`src/core/atten_cfg_pkg.sv`:
```
package atten_cfg_pkg;

  // ==========================================================
  // Register indices as printed (byte address = 4 * index)
  localparam logic [7:0] IDX_START_PERIOD_WAIT = 8'hB7;
  localparam logic [7:0] IDX_FIXED_ATTEN_0_1 = 8'hB9;
  localparam logic [7:0] IDX_FIXED_ATTEN_2_3 = 8'hBA;
  localparam logic [7:0] IDX_GAIN_CONTROL = 8'hC0;
  localparam logic [7:0] IDX_ATTEN_STATUS = 8'hC1;

  // ==========================================================
  // Reset values
  localparam logic [15:0] RESET_VALUE = 16'h0000;

  // ==========================================================
  // Field positions in the fixed attenuation registers
  localparam int HI_EN_BIT = 15;
  localparam int HI_CODE_LSB = 8;
  localparam int LO_EN_BIT = 7;
  localparam int LO_CODE_LSB = 0;
  localparam int CODE_WIDTH = 7;

  // Field positions in the gain control register
  localparam int CTL_TERM_LSB = 0;
  localparam int CTL_INT_START_BIT = 4;
  localparam int CTL_OVERRIDE_BIT = 5;
  localparam int CTL_PROFILE_LSB = 6;
  localparam int CTL_DISABLE_BIT = 8;

  // Termination code that leaves the input open
  localparam logic [3:0] TERM_OPEN = 4'hF;

  // Start pulse sequencer states
  typedef enum logic [0:0]
  {
    ST_IDLE = 1'b0,
    ST_COUNT = 1'b1
  } start_state_t;

  // Attenuator setting handed to the analog side
  typedef struct packed
  {
    logic active;
    logic fixed;
    logic [6:0] code;
    logic [3:0] term;
    logic term_open;
  } atten_setting_t;

endpackage

```
`src/core/tgc_attenuator_config_regs.sv`:
```
// Decided for this implementation: the Avalon-MM register port.
`timescale 1ns/10ps
module tgc_attenuator_config_regs
(
  input wire logic CLK,
  input wire logic RESETN,
  input wire logic [9:0] ADDRESS,
  input wire logic READ,
  input wire logic WRITE,
  input wire logic [31:0] WRITEDATA,
  input wire logic [3:0] BYTEENABLE,
  output logic [31:0] READDATA,
  output logic WAITREQUEST,
  output logic [1:0] RESPONSE,
  input wire logic [1:0] PROFILE_SELECT_PINS,
  input wire logic EXT_START,
  output logic CURVE_START,
  output atten_cfg_pkg::atten_setting_t ATTEN_SETTING,
  output logic [1:0] ACTIVE_PROFILE
);

  // ==========================================================
  // Registers
  logic [15:0] start_period_wait;
  logic [15:0] fixed_atten_profiles_0_1;
  logic [15:0] fixed_atten_profiles_2_3;
  logic [8:0] gain_control;
  logic [31:0] read_data;
  logic [1:0] response;
  logic ack;
  logic [1:0] pins_meta;
  logic [1:0] pins_sync;
  logic ext_meta;
  logic ext_sync;
  logic [15:0] wait_count;
  atten_cfg_pkg::start_state_t start_state;
  logic start_pulse;
  atten_cfg_pkg::atten_setting_t setting;
  logic [1:0] profile;

  logic [15:0] next_start_period_wait;
  logic [15:0] next_fixed_atten_profiles_0_1;
  logic [15:0] next_fixed_atten_profiles_2_3;
  logic [8:0] next_gain_control;
  logic [31:0] next_read_data;
  logic [1:0] next_response;
  logic next_ack;
  logic [15:0] next_wait_count;
  atten_cfg_pkg::start_state_t next_start_state;
  logic next_start_pulse;
  atten_cfg_pkg::atten_setting_t next_setting;
  logic [1:0] next_profile;

  logic [7:0] index;
  logic word_ok;
  logic hit;
  logic [15:0] lane_mask;
  logic int_start_en;
  logic [6:0] sel_code;
  logic sel_enable;

  // ==========================================================
  // Bus decode
  assign index = ADDRESS[9:2];
  assign word_ok = (ADDRESS[1:0] == 2'b00);
  assign lane_mask = {{8{BYTEENABLE[1]}}, {8{BYTEENABLE[0]}}};
  assign WAITREQUEST = (READ | WRITE) & ~ack;
  assign int_start_en = gain_control[atten_cfg_pkg::CTL_INT_START_BIT];

  // Address hit check
  always_comb
  begin
    hit = 1'b0;
    if (word_ok)
    begin
      unique case (index)
        atten_cfg_pkg::IDX_START_PERIOD_WAIT,
        atten_cfg_pkg::IDX_FIXED_ATTEN_0_1,
        atten_cfg_pkg::IDX_FIXED_ATTEN_2_3,
        atten_cfg_pkg::IDX_GAIN_CONTROL,
        atten_cfg_pkg::IDX_ATTEN_STATUS: hit = 1'b1;
        default: hit = 1'b0;
      endcase
    end
  end

  // Register writes, reads and one-cycle acknowledge
  always_comb
  begin
    next_start_period_wait = start_period_wait;
    next_fixed_atten_profiles_0_1 = fixed_atten_profiles_0_1;
    next_fixed_atten_profiles_2_3 = fixed_atten_profiles_2_3;
    next_gain_control = gain_control;
    next_read_data = read_data;
    next_response = response;
    next_ack = 1'b0;
    if ((READ | WRITE) & ~ack)
    begin
      next_ack = 1'b1;
      next_response = hit ? 2'b00 : 2'b10;
      next_read_data = 32'h0000_0000;
      if (WRITE & hit)
      begin
        unique case (index)
          atten_cfg_pkg::IDX_START_PERIOD_WAIT:
            next_start_period_wait = (start_period_wait & ~lane_mask)
              | (WRITEDATA[15:0] & lane_mask);
          atten_cfg_pkg::IDX_FIXED_ATTEN_0_1:
            next_fixed_atten_profiles_0_1 =
              (fixed_atten_profiles_0_1 & ~lane_mask)
              | (WRITEDATA[15:0] & lane_mask);
          atten_cfg_pkg::IDX_FIXED_ATTEN_2_3:
            next_fixed_atten_profiles_2_3 =
              (fixed_atten_profiles_2_3 & ~lane_mask)
              | (WRITEDATA[15:0] & lane_mask);
          atten_cfg_pkg::IDX_GAIN_CONTROL:
            next_gain_control = (gain_control & ~lane_mask[8:0])
              | (WRITEDATA[8:0] & lane_mask[8:0]);
          default:
            next_gain_control = gain_control; // Status is read only
        endcase
      end
      if (READ & hit)
      begin
        unique case (index)
          atten_cfg_pkg::IDX_START_PERIOD_WAIT:
            next_read_data = {16'h0000, start_period_wait};
          atten_cfg_pkg::IDX_FIXED_ATTEN_0_1:
            next_read_data = {16'h0000, fixed_atten_profiles_0_1};
          atten_cfg_pkg::IDX_FIXED_ATTEN_2_3:
            next_read_data = {16'h0000, fixed_atten_profiles_2_3};
          atten_cfg_pkg::IDX_GAIN_CONTROL:
            next_read_data = {23'h00_0000, gain_control};
          default:
            next_read_data = {16'h0000, profile, setting};
        endcase
      end
    end
  end

  // ==========================================================
  // Start pulse generator
  always_comb
  begin
    next_wait_count = wait_count;
    next_start_state = start_state;
    next_start_pulse = 1'b0;
    unique case (start_state)
      atten_cfg_pkg::ST_IDLE:
      begin
        next_wait_count = 16'h0000;
        if (int_start_en)
        begin
          next_start_state = atten_cfg_pkg::ST_COUNT;
          next_start_pulse = 1'b1;
        end
      end
      atten_cfg_pkg::ST_COUNT:
      begin
        if (!int_start_en)
        begin
          next_start_state = atten_cfg_pkg::ST_IDLE;
        end
        else if (wait_count >= start_period_wait)
        begin
          next_wait_count = 16'h0000;
          next_start_pulse = 1'b1;
        end
        else
        begin
          next_wait_count = wait_count + 16'h0001;
        end
      end
    endcase
  end

  // Start source select
  assign CURVE_START = int_start_en ? start_pulse : ext_sync;

  // ==========================================================
  // Profile selection and attenuator setting
  always_comb
  begin
    if (gain_control[atten_cfg_pkg::CTL_OVERRIDE_BIT])
    begin
      next_profile = gain_control[atten_cfg_pkg::CTL_PROFILE_LSB +: 2];
    end
    else
    begin
      next_profile = pins_sync;
    end
  end

  // Pick the active profile's enable and code
  always_comb
  begin
    unique case (profile)
      2'd0:
      begin
        sel_enable = fixed_atten_profiles_0_1[atten_cfg_pkg::HI_EN_BIT];
        sel_code = fixed_atten_profiles_0_1[atten_cfg_pkg::HI_CODE_LSB
          +: atten_cfg_pkg::CODE_WIDTH];
      end
      2'd1:
      begin
        sel_enable = fixed_atten_profiles_0_1[atten_cfg_pkg::LO_EN_BIT];
        sel_code = fixed_atten_profiles_0_1[atten_cfg_pkg::LO_CODE_LSB
          +: atten_cfg_pkg::CODE_WIDTH];
      end
      2'd2:
      begin
        sel_enable = fixed_atten_profiles_2_3[atten_cfg_pkg::HI_EN_BIT];
        sel_code = fixed_atten_profiles_2_3[atten_cfg_pkg::HI_CODE_LSB
          +: atten_cfg_pkg::CODE_WIDTH];
      end
      default:
      begin
        sel_enable = fixed_atten_profiles_2_3[atten_cfg_pkg::LO_EN_BIT];
        sel_code = fixed_atten_profiles_2_3[atten_cfg_pkg::LO_CODE_LSB
          +: atten_cfg_pkg::CODE_WIDTH];
      end
    endcase
  end

  // Setting; code N stands for -8 dB + N * 0.125 dB
  always_comb
  begin
    next_setting.active =
      ~gain_control[atten_cfg_pkg::CTL_DISABLE_BIT];
    next_setting.fixed = sel_enable;
    next_setting.code = sel_enable ? sel_code : 7'h00;
    next_setting.term =
      gain_control[atten_cfg_pkg::CTL_TERM_LSB +: 4];
    next_setting.term_open = (next_setting.term
      == atten_cfg_pkg::TERM_OPEN);
  end

  // ==========================================================
  // State registers
  always_ff @(posedge CLK)
  begin
    if (!RESETN)
    begin
      start_period_wait <= atten_cfg_pkg::RESET_VALUE;
      fixed_atten_profiles_0_1 <= atten_cfg_pkg::RESET_VALUE;
      fixed_atten_profiles_2_3 <= atten_cfg_pkg::RESET_VALUE;
      gain_control <= 9'h000;
      read_data <= 32'h0000_0000;
      response <= 2'b00;
      ack <= 1'b0;
      pins_meta <= 2'b00;
      pins_sync <= 2'b00;
      ext_meta <= 1'b0;
      ext_sync <= 1'b0;
      wait_count <= 16'h0000;
      start_state <= atten_cfg_pkg::ST_IDLE;
      start_pulse <= 1'b0;
      setting <= '0;
      profile <= 2'b00;
    end
    else
    begin
      start_period_wait <= next_start_period_wait;
      fixed_atten_profiles_0_1 <= next_fixed_atten_profiles_0_1;
      fixed_atten_profiles_2_3 <= next_fixed_atten_profiles_2_3;
      gain_control <= next_gain_control;
      read_data <= next_read_data;
      response <= next_response;
      ack <= next_ack;
      pins_meta <= PROFILE_SELECT_PINS;
      pins_sync <= pins_meta;
      ext_meta <= EXT_START;
      ext_sync <= ext_meta;
      wait_count <= next_wait_count;
      start_state <= next_start_state;
      start_pulse <= next_start_pulse;
      setting <= next_setting;
      profile <= next_profile;
    end
  end

  // Outputs
  assign READDATA = read_data;
  assign RESPONSE = response;
  assign ATTEN_SETTING = setting;
  assign ACTIVE_PROFILE = profile;

endmodule

```
`config.mk`:
```
export PLATFORM = sky130hd
export DESIGN_NAME = tgc_attenuator_config_regs
export DESIGN_NICKNAME = d
export VERILOG_FILES = /design/src/core/atten_cfg_pkg.sv /design/src/core/tgc_attenuator_config_regs.sv
export SDC_FILE = /design/constraint.sdc
export NUM_CORES = 1
export LEC_CHECK = 0
export BUFFER_PORTS_ARGS = -buffer_cell sky130_fd_sc_hd__buf_2
export CORE_ASPECT_RATIO = 0.75
export CORE_UTILIZATION = 45
export DETAILED_ROUTE_END_ITERATION = 16
export PLACE_DENSITY = 0.7
export SETUP_SLACK_MARGIN = 0.02
export SYNTH_ARGS = -nofsm -noshare
export SYNTH_HDL_FRONTEND = slang
export SYNTH_SLANG_ARGS = --single-unit
```
`constraint.sdc`:
```
create_clock -name CLK -period 2.3 [get_ports CLK]
set_clock_uncertainty 0.1 [all_clocks]
set_input_delay 0.46 -clock CLK [delete_from_list [all_inputs] [get_ports CLK]]
set_output_delay 0.46 -clock CLK [all_outputs]
set_load 0.01 [all_outputs]
```
### Word level (Yosys, flattened, before mapping)

Cells that the tools add are included.

| storage, ports and cells | value |
|---|---|
| register bits after elaboration | 132 |
| output and inout port bits | 52 |
| word-level logic and storage cells | 75 |
| bits of input ports | 53 |

| operators by class | value |
|---|---|
| order comparisons | 1 |
| bitwise gates (word level) | 19 |
| multiplexer cells | 17 |
| add/sub/neg operators | 1 |
| reductions and logical operators | 8 |
| eq/ne operators | 9 |

Operators by type and width:

| kind | number |
|---|---|
| 16-bit bitwise AND | 4 |
| 16-bit case mux with 4 select lines | 1 |
| 16-bit two-way mux | 3 |
| 16-bit bitwise OR | 3 |
| 8-bit equality test (second input constant) | 5 |
| 16-bit case mux with 2 select lines | 1 |
| 7-bit case mux with 3 select lines | 1 |
| 9-bit bitwise AND | 2 |
| 16-bit by 1-bit adder with 16-bit output (second input constant) | 1 |
| 16-bit greater-or-equal comparator | 1 |
| 16-bit inverter | 1 |
| 3-bit AND reduction | 4 |
| 9-bit inverter | 1 |
| 9-bit bitwise OR | 1 |
| 1-bit two-way mux | 7 |
| 5-bit OR reduction | 1 |
| 4-bit equality test (second input constant) | 1 |
| 2-bit zero test | 2 |
| 2-bit two-way mux | 2 |
| 1-bit bitwise AND | 3 |
| 1-bit inverter | 3 |
| 1-bit case mux with 3 select lines | 1 |
| 2-bit by 1-bit equality test with 1-bit output (second input constant) | 1 |
| 2-bit equality test (second input constant) | 1 |
| 4 further kinds | 4 |

### Longest topological paths before layout

| depth | value |
|---|---|
| word-level depth | 6 |
| gate-level depth with buffers | 8 |
| depth with buffers taken out | 7 |

### Worst setup path before layout

Ideal clock, no wire load.

| timing path | value |
|---|---|
| kind | reg-to-reg |
| start | register (tool-made name) |
| end | register wait_count[9] |
| arrival | 1,995 ps |
| stages on the path, launching flop included | 9 |
| setup time | 118 ps |
| buffers on the path | 1 |
| path slack | 87 ps |
| data required time | 2,082 ps |
| clock period less this slack | 2,213 ps |
| cells stage by stage | dfxtp_1 inv_1 ha_1 nand4_1 nor3_1 or4b_1 a31oi_4 buf_4 nor3b_1 |

RTL lines:

| item | line | source |
|---|---|---|
| to (signal assigned) | tgc_attenuator_config_regs.sv:274 | `wait_count <= next_wait_count;` |
| to (decl) | tgc_attenuator_config_regs.sv:35 | `logic [15:0] wait_count;` |

==> results.md <==
* Status: finished clean
* Inserted Diodes at 0
* Max_cap viols at 0
* Vias at 4831
* Crit-path cells: inv_2 > ha_4 > nand4_1 > nor3_2 > buf_4 > or4b_4 > a31oi_4 > clkbuf_16 > nor3b_1
* Setup TNS at 0 ns
* Post-synth EDFFs at 0
* Finished Cell Area at 6890 µm²
* Critical path data required time at 2.50 ns
* CP Capture Type: flop
* Gr ovfl total at 0
* Worst R2R Path Depth at 9
* Synth Area per Inst at 9.37 µm²
* Final worst-path cycle share at 99.2%
* CTS tree: built
* Max incr delay on CP at 0.47 ns
* Yosys cell types at 52
* Gpl congestion at 0.822
* Pins Over Slew Limit at 0
* Vias in the first global route at approximately 4600
* Register area share after synthesis at 41.6%
* Die Area at 12800 µm²
* Top FF cell, synth: dfxtp_1
* Area of the multi-input gates at 3000 µm²
* DRT Wirelength at ~15000 µm
* Reg clk slew, reported paths at approximately 0.05 ns
* Layout cells sized above 1 at 24.5%
* Number of buffers and inverters on the critical path at 3
* Total track usage at between 20% and 30%
* GRT Max-Usage Layer: met2
* Hpwl dp at approximately 11000 µm
* Drt first-iter violations at 563
* Yosys warnings at 0
* Placed inst area at approximately 6100 µm²
* Max FO, Critical Path at 7
* Fin util at around three fifths
* DR WL/cell at about 18 µm
* Power per Cell Area at 726 nW/µm²
* Critical hold path startpoint: EXT_START
* Worst path slowest cell: or4b_4
* Max Fclk at 438 MHz
* Core area at about 12000 µm²
* Post-route ant nets at 0
* RSZ-0062 raised after global routing: yes
* Peak supply drop at about 540 µV
* Initial antenna violation count at 0
* Vias per cell at around 5.7
* CP startpoint kind: flop
* M1 GR Usage at roughly 34%
* Met2 usage at 35.1%
* Crit path DAT at 2.48 ns
* Post-Syn Area at 5540 µm²
* Min-Delay Endpoint: ext_meta$_SDFF_PN0_
* Met3 Usage GRT at 7.56%
* Storage element area at 2310 µm²
* # setup viols final at 0
* Slew of the pin with the lowest slew margin at 1.31 ns
* Crit path max-delay family: simple AND/OR/NAND/NOR gates
* TritonCTS Sinks at about 120
* Die Y at ~98 µm
* CTS Root Cell: clkbuf_16
* Synth Instances at 591
* Crit Path Class: flop to flop
* Max Root-Sink Buffers at 2
* Clk Latency, worst-skew pair at 0.41 ns
* Syn-to-layout area delta at 24.5%
* Post-synth ARST share at 0%
* Relative slew slack at 12.7%
* Initial core utilization at 47.0%
* Die X-Extent at 130 µm
* Largest net degree at the start of global routing at a little over 100
* Row count at 34
* DR DRC count at 0
* Leak at 0.00260 µW
* Synth Register Bits at ~120
* Total CTS buffers at 17
* DRT Pass-1 Iters at 6
* Final hold vios at 0
* Fin crit period at 2.28 ns
* Hold depth at 2
* First-pass GRT wire length at 23900 µm
* Worst R2R End: wait_count[8]$_SDFFE_PN0P_
* Port-buffer cells at 69
* CTS HTree Levels at 4
* IO Pins at between 100 and 150
* Fillers at 1018
* Worst Hold Class: input port to flop
* Slack of the worst reg-to-reg path at 0.02 ns
* Layout net count at 740
cell type report:
| class | instances | share of cell area (%) |
|---|---|---|
| clock buffer | 20 | 6.62 |
| clock inverter | 12 | 2.61 |
| inverter | 23 | 1.25 |
| multi-input combinational | 414 | 43.5 |
| sequential | 115 | 33.5 |
| tap | 162 | 2.94 |
| timing repair buffer | 99 | 9.62 |
cells in the mapped netlist, types with 8 or more instances:
| cell type | count | area share (%) |
|---|---|---|
| inv_1 | 23 | 1.6 |
| and3_1 | 15 | 1.7 |
| buf_2 | 14 | 1.3 |
| nor2_1 | 15 | 1.0 |
| buf_4 | 21 | 2.8 |
| nand4_1 | 9 | 1.0 |
| dfxtp_1 | 115 | 42 |
| ha_1 | 17 | 3.8 |
| nand2_1 | 64 | 4.3 |
| a222oi_1 | 16 | 2.9 |
| a221o_1 | 9 | 1.6 |
| and2_1 | 11 | 1.2 |
| xnor2_1 | 9 | 1.4 |
| a21boi_0 | 45 | 6.1 |
| nor3b_1 | 17 | 2.3 |
| mux2i_1 | 12 | 2.2 |
| nand3_1 | 56 | 5.1 |
| a22o_1 | 16 | 2.5 |
| mux4_2 | 8 | 3.3 |
| clkbuf_1 | 18 | 1.2 |
| nor2b_1 | 15 | 1.7 |
| a21oi_1 | 8 | 0.72 |
worst reg2reg max path: stages, from the launching register on:
cell       delay [ns]
dfxtp_2          0.33
inv_2            0.04
ha_4             0.25
nand4_1          0.13
nor3_2           0.25
buf_4            0.15
or4b_4           0.47
a31oi_4          0.22
clkbuf_16        0.19
nor3b_1          0.05
worst max path at each step:
stage | to | depth (start not counted) | start | slack [ns]
6_report | wait_count[8]$_SDFFE_PN0P_ | 9 | flop | 0.02
3_3_place_gp | wait_count[0]$_SDFFE_PN0P_ | 9 | flop | -0.07
2_1_floorplan | wait_count[9]$_SDFFE_PN0P_ | 8 | flop | 0.09
5_1_grt | wait_count[2]$_SDFFE_PN0P_ | 9 | flop | -0.07
3_5_place_dp | wait_count[0]$_SDFFE_PN0P_ | 9 | flop | -0.09
4_1_cts | wait_count[0]$_SDFFE_PN0P_ | 8 | wait_count[0]$_SDFFE_PN0P_ | 0.02
logic make-up after synthesis:
logic type / after synthesis / synth area share, %
buffers and inverters: 78 / 7.03
adders and majority gates: 17 / 3.84
xor gates and xnor gates: 14 / 2.21
and+or+nand+nor: 230 / 22.5
other: 1 / 0.0677
DFF: 115 / 41.6
AOI/OAI and AO/OA: 115 / 17.2
muxes: 21 / 5.62
stage by stage:
| step | power [µW] | instances | setup WS, ns | hold WS (ns) |
|---|---|---|---|---|
| 3_3_place_gp | 2230 | 812 | -0.0669 | 0.318 |
| 2_1_floorplan | 2170 | 607 | 0.0874 | 0.312 |
| 4_1_cts | 5030 | 844 | 0.0249 | 0.149 |
| 6_report | 5010 | 845 | 0.0181 | 0.157 |
| 5_1_grt | 5150 | 845 | -0.0666 | 0.160 |
| 3_5_place_dp | 2230 | 812 | -0.0878 | 0.322 |
placed cells by master (no fill, tap or decap), drive strengths merged, types with 8 or more instances in the layout:
cell,instances
a22o,16
mux2i,12
nand3,56
nor2b,15
and2,11
nand4,9
clkbuf,21
nand2,64
a21boi,48
a21oi,8
a221o,9
buf,98
a222oi,16
conb,17
nor3b,17
ha,17
and3,15
dfxtp,115
mux4,8
xnor2,9
inv,23
nor2,15
routing by layer:
| metal | vias to the layer above | share of wire, % |
|---|---|---|
| li1 | 2287 | - |
| met1 | 2304 | 46 |
| met2 | 207 | 42 |
| met3 | 33 | 8.9 |
| met4 | 0 | 2.3 |
| met5 | - | 0 |
report_power, final:
part           switching (µW)  internal [µW]
logic                     113           71.6
clock network             944           1870
registers                7.14           2000
what timing repair did:
action                     in CTS  in global routing
gates cloned                    0                  1
pin swaps                       1                  8
setup endpoints to repair      17                 16
resized for setup               2                 19
setup buffers                   0                  0
hold buffers                    0                  0
(Power assumes the default switching activity.)
